[config.mk]
export PLATFORM = sky130hd
export DESIGN_NAME = dmx_exec
export DESIGN_NICKNAME = d
export VERILOG_FILES = /design/src/dmx_pkg.sv /design/src/dmx_exec.sv
export VERILOG_INCLUDE_DIRS = /design/src
export SDC_FILE = /design/constraint.sdc
export NUM_CORES = 1
export LEC_CHECK = 0
export BUFFER_PORTS_ARGS = -buffer_cell sky130_fd_sc_hd__buf_2
export CAP_MARGIN = 5
export CORE_ASPECT_RATIO = 1.4
export CORE_MARGIN = 3
export CORE_UTILIZATION = 35
export CTS_BUF_LIST = sky130_fd_sc_hd__clkbuf_16
export CTS_CLUSTER_DIAMETER = 100
export DETAILED_ROUTE_END_ITERATION = 12
export PLACE_DENSITY_LB_ADDON = 0.08
export SLEW_MARGIN = 25
export SYNTH_ARGS = -nofsm -noshare
export SYNTH_HDL_FRONTEND = slang
export SYNTH_SLANG_ARGS = --single-unit
[constraint.sdc]
create_clock -name i_clock -period 0.85 [get_ports i_clock]
set_input_delay 0.17 -clock i_clock [delete_from_list [all_inputs] [get_ports i_clock]]
set_output_delay 0.17 -clock i_clock [all_outputs]
set_load 0.005 [all_outputs]
[src/dmx_map.svh]
// Purpose: Constants for the data move instruction executor
// Assumes: 12-bit instruction word, 8-bit data path, 5-bit file address
// Notes on behaviour
// - Opcode 0010 00df ffff copies the addressed file register (0 to 31) to the destination.
// - That move writes the accumulator when d is 0 and the file register itself when d is 1.
// - That move sets the zero flag from the moved value, so a self copy tests for zero.
// - Opcode 1100 kkkk kkkk loads the 8-bit literal into the accumulator, flags unchanged.
// - Opcode 0000 001f ffff stores the accumulator into the addressed file register.
`ifndef DMX_MAP_SVH
`define DMX_MAP_SVH
`define DMX_MOVE_FILE_MASK  12'hFC0
`define DMX_MOVE_FILE_CODE  12'h200
`define DMX_LOAD_LIT_MASK   12'hF00
`define DMX_LOAD_LIT_CODE   12'hC00
`define DMX_STORE_ACC_MASK  12'hFE0
`define DMX_STORE_ACC_CODE  12'h020
`define DMX_OPTION_CODE     12'h002
`define DMX_NOP_CODE        12'h000
`define DMX_DEST_BIT        5
`define DMX_ACC_RESET       8'h00
`define DMX_OPTION_RESET    8'hFF
`endif

[src/dmx_pkg.sv]
// Purpose: Types for the data move instruction executor
// Assumes: Constants come from dmx_map.svh
// Notes: None
package dmx_pkg;
  typedef enum logic [2:0] {
    DMX_OP_NONE, DMX_OP_MOVE_FILE, DMX_OP_LOAD_LIT, DMX_OP_STORE_ACC, DMX_OP_OPTION
  } dmx_op_e;
  typedef struct packed {
    logic       write;
    logic [4:0] addr;
    logic [7:0] data;
  } dmx_file_wr_s;
  typedef struct packed {
    logic [7:0]   acc;
    logic [7:0]   option;
    logic         zero;
    logic         zero_we;
    dmx_file_wr_s file_wr;
    dmx_op_e      last_op;
  } dmx_state_s;
endpackage : dmx_pkg

[src/dmx_exec.sv]
// Purpose: Decode and execute move, literal load, store and option load
// Assumes: One instruction per clock; file read data is combinational from i_file_rdata
// Notes: File writes and zero flag updates are registered, one cycle after decode
`include "dmx_map.svh"
`timescale 1ns/1ps
module dmx_exec (
  input  wire logic                  i_clock,
  input  wire logic                  i_resetn,
  input  wire logic                  i_valid,
  input  wire logic [11:0]           i_instr,
  input  wire logic [7:0]            i_file_rdata,
  output logic      [4:0]            o_file_raddr,
  output dmx_pkg::dmx_file_wr_s      o_file_wr,
  output logic      [7:0]            o_acc,
  output logic      [7:0]            o_option,
  output logic                       o_zero,
  output logic                       o_zero_we,
  output dmx_pkg::dmx_op_e           o_last_op
);
  dmx_pkg::dmx_state_s state_reg;
  dmx_pkg::dmx_state_s state_next;
  dmx_pkg::dmx_op_e    op;

  // Read address is the low field of every instruction; decode picks use
  assign o_file_raddr = i_instr[4:0];

  always_comb begin
    op = dmx_pkg::DMX_OP_NONE;
    if (i_valid) begin
      if ((i_instr & `DMX_MOVE_FILE_MASK) == `DMX_MOVE_FILE_CODE) begin
        op = dmx_pkg::DMX_OP_MOVE_FILE;
      end else if ((i_instr & `DMX_LOAD_LIT_MASK) == `DMX_LOAD_LIT_CODE) begin
        op = dmx_pkg::DMX_OP_LOAD_LIT;
      end else if ((i_instr & `DMX_STORE_ACC_MASK) == `DMX_STORE_ACC_CODE) begin
        op = dmx_pkg::DMX_OP_STORE_ACC;
      end else if (i_instr == `DMX_OPTION_CODE) begin
        op = dmx_pkg::DMX_OP_OPTION;
      end
    end
  end

  always_comb begin
    state_next               = state_reg;
    state_next.file_wr.write = 1'b0;
    state_next.zero_we       = 1'b0;
    state_next.last_op       = op;
    case (op)
      dmx_pkg::DMX_OP_MOVE_FILE: begin
        if (i_instr[`DMX_DEST_BIT]) begin
          state_next.file_wr.write = 1'b1;
          state_next.file_wr.addr  = i_instr[4:0];
          state_next.file_wr.data  = i_file_rdata;
        end else begin
          state_next.acc = i_file_rdata;
        end
        state_next.zero    = (i_file_rdata == 8'h00);
        state_next.zero_we = 1'b1;
      end
      dmx_pkg::DMX_OP_LOAD_LIT: begin
        state_next.acc = i_instr[7:0];
      end
      dmx_pkg::DMX_OP_STORE_ACC: begin
        state_next.file_wr.write = 1'b1;
        state_next.file_wr.addr  = i_instr[4:0];
        state_next.file_wr.data  = state_reg.acc;
      end
      dmx_pkg::DMX_OP_OPTION: begin
        state_next.option = state_reg.acc;
      end
      default: begin
        // No operation, unsupported opcode, or idle slot
      end
    endcase
  end

  always_ff @(posedge i_clock or negedge i_resetn) begin
    if (!i_resetn) begin
      state_reg.acc     <= `DMX_ACC_RESET;
      state_reg.option  <= `DMX_OPTION_RESET;
      state_reg.zero    <= 1'b0;
      state_reg.zero_we <= 1'b0;
      state_reg.file_wr <= '0;
      state_reg.last_op <= dmx_pkg::DMX_OP_NONE;
    end else begin
      state_reg <= state_next;
    end
  end

  assign o_file_wr = state_reg.file_wr;
  assign o_acc     = state_reg.acc;
  assign o_option  = state_reg.option;
  assign o_zero    = state_reg.zero;
  assign o_zero_we = state_reg.zero_we;
  assign o_last_op = state_reg.last_op;
endmodule : dmx_exec

==> results.toml <==
[status]
status = "finished, violations left"
violations = "negative setup slack"

[synthesis]
async_flop_share = 1.000
synth.distinct_cells = 30
synth-main-ff-cell = "dfrtp_1"
synth_seq_cells = 35
synth_edf_count = 0
ys_seq_area_frac = 0.5540
syn_area_sq_um = 1599
synth_top_area_frac = 0.4225
synth_nets = 148
synth_area_leader_cell = "dfrtp_1"
synth_area_leaders = "dfrtp_1 (42%), dfstp_2 (13%), mux2_4 (7.5%), a221o_1 (5.0%), mux2i_1 (5.0%)"
syn_inst = 125
yosys_warnings = 0
syn_area_per_cell_sq_um = 12.79

[final_layout]
num_antenna_cells = 0
layout-drive-gt1-share = 0.6625
finish.utilization = 0.6272
fillers = 377
nets = 262
area_delta_synth_final_pct = 69.01

[sta]
clock.fmax_mhz = 728.6
fin_crit_sh = 1.615
setup_ws_ns = -0.5225
tightestPinTransition_ns = 0.4172
rsz0062_at_grt = "yes"
maxSlewViolCount = 0
maxSlewHeadroom = 0.7193
setup_viol = 70
skew_ns = 0.001106
hold_viol_final = 0
tns_ns = -18.17
layout_min_cycle_time_ns = 1.373

[routing]
route.detailed.drc = 0
wl_per_cell_um = 15.61
dr.first_iter.drc_count = 52
antenna_left = 0
vias_per_cell = 4.790
dr.pass1.iters = 4
routed_wl_um = 4682
via_count = 1437

[setup_path]
crit_family = "simple AND/OR/NAND/NOR gates"
cp.arrival_ns = 1.53
end_kind = "flip-flop"
cp_max_fo = 4
cp_slowest_cell = "or4_4"
r2r_setup_slack_ns = -0.12
crit_buf_inv = 2
cp-start-kind = "input pin"
crit_chain = "buf_8, or4_4, nor2_4, nand3_4, buf_6, a221o_1"
cp.required_ns = 1.00
worstSetupPathType = "in -> reg"
max_stage_delay_ns = 0.54

[clocking]
clkTransAtPathRegs_ns = 0.05
cts_buffer_depth = 2
cts_sinks = 35
cts_tree = "built"
htree_levels = 2
numCtsBuffers = 5
clockRootBuffer = "clkbuf_16"
worstSkewPairLatency_ns = 0.27

[die]
die_h_um = 85.98
chipWidth_um = 63.13
die_area_sq_um = 5427
io_pins = 63
floorplan.initialDensity = 0.3711
coreArea_sq_um = 4309
rows = 28

[global_routing]
grt_usage = 0.1820
overflow = 0
grt_pass1_vias = 1557
grt_pass1_wl_um = 7521
grt_max_degree = 36
antenna_found_initial = 0

[placed_design]
gp_congestion = 0.7366
portBuffers = 62
dp_hpwl_um = 3157

[power_and_ir_drop]
leakage_nw = 1.457
vdd_drop_max_v = 0.001152
powerDensity_nw_per_um2 = 1818

[min_path]
hold_path.class = "in -> reg"

[run]
maxCapViolations = 0
[cells in the final DEF (no fill, tap or decap), types with 2 or more instances in the layout]
master	netlist	final
mux2_4	8	13
a221o_1	8	8
buf_6	1	13
nor3_4	0	2
dfstp_2	8	8
buf_8	0	2
o21ai_1	0	8
clkbuf_16	0	6
buf_4	6	42
buf_2	0	55
nor2_1	2	2
nand3b_1	2	2
nand2_1	11	10
mux2i_1	8	7
and3_2	2	2
and3_1	6	6
nand4_1	2	2
dfrtp_1	27	27
buf_12	0	2
inv_1	2	2
nor4_1	3	2
nor4_4	1	2
[routing by layer]
layer	share of wire	global-route usage	up-vias
li1	-	-	685
met1	0.41	0.2043	696
met2	0.53	0.3372	48
met3	0.052	0.03932	8
met4	0.013	0.06024	0
met5	0	0	-
[synthesized netlist by cell type (3+ instances only)]
| cell | number |
|---|---|
| mux2i_1 | 8 |
| mux2_2 | 5 |
| dfstp_2 | 8 |
| nand2_1 | 11 |
| and3_1 | 6 |
| buf_4 | 6 |
| o21ai_0 | 8 |
| nor4_1 | 3 |
| a221o_1 | 8 |
| dfrtp_1 | 27 |
| mux2_4 | 8 |
[sequential cells by signal, indices dropped and copies added (netlist names)]
name	flops
o_acc	8
o_option	8
o_file_wr	14
o_zero	1
o_zero_we	1
o_last_op	3
[logic make-up (layout without fill, tap and decap cells)]
logic type / after synthesis / count (layout) / synth area share
flip-flops: 35 / 35 / 0.5540
multiplexers: 21 / 21 / 0.1604
AND/OR/NAND/NOR: 39 / 39 / 0.1565
buffers and inverters: 12 / 127 / 0.04773
AO/OA/AOI/OAI: 18 / 18 / 0.08138
[path summary, 6_finish.rpt]
check,endpoint,from,cells after the start
worst max-delay path,o_file_wr[0],i_instr[8],6
worst min-delay path,o_last_op[2],i_instr[9],2
worst max register to register,o_file_wr[0],o_acc[0],2
worst min register to register,o_zero,o_zero,2
max in group asynchronous,o_option[1],i_resetn,3
min in group asynchronous,o_file_wr[4],i_resetn,3
[metrics by stage]
| step | std cells | power [mW] | setup WS (ns) | area (sq um) | hold WS (ns) |
|---|---|---|---|---|---|
| 2_1_floorplan | 125 | 2.234 | -0.7225 | 1640 | -0.1256 |
| 3_3_place_gp | 262 | 2.646 | -0.8440 | 2163 | 0.1440 |
| 3_5_place_dp | 262 | 2.664 | -0.8701 | 2163 | 0.1460 |
| 4_1_cts | 297 | 4.906 | -0.4969 | 2609 | 0.1230 |
| 5_1_grt | 300 | 5.154 | -0.5550 | 2703 | 0.1557 |
| 6_report | 300 | 4.914 | -0.5225 | 2703 | 0.1391 |
[power by group]
part / switching (mW) / internal [mW]
sequential: 0.0893 / 1.84
combinational: 0.400 / 0.566
clock: 0.655 / 1.37
[what timing repair did]
| item | CTS | global route |
|---|---|---|
| resized for setup | 20 | 13 |
| endpoints found under the setup margin | 70 | 70 |
| cloned | 1 | 1 |
| hold endpoints to repair | 27 | 0 |
| pin swaps | 13 | 14 |
| buffers inserted | 34 | 8 |
| hold buffers | 1 | 0 |
[final cells by class]
class	instances	area (sq um)	share of cell area
inverters	3	16.27	0.006019
repair buffers	116	842.1	0.3116
multi-input cells	78	719.4	0.2662
clock buffers	5	125.1	0.04630
well taps	60	75.07	0.02778
clock inverters	3	38.79	0.01435
flip-flops and latches	35	885.9	0.3278
No activity file was read; power rests on OpenSTA's default activity.
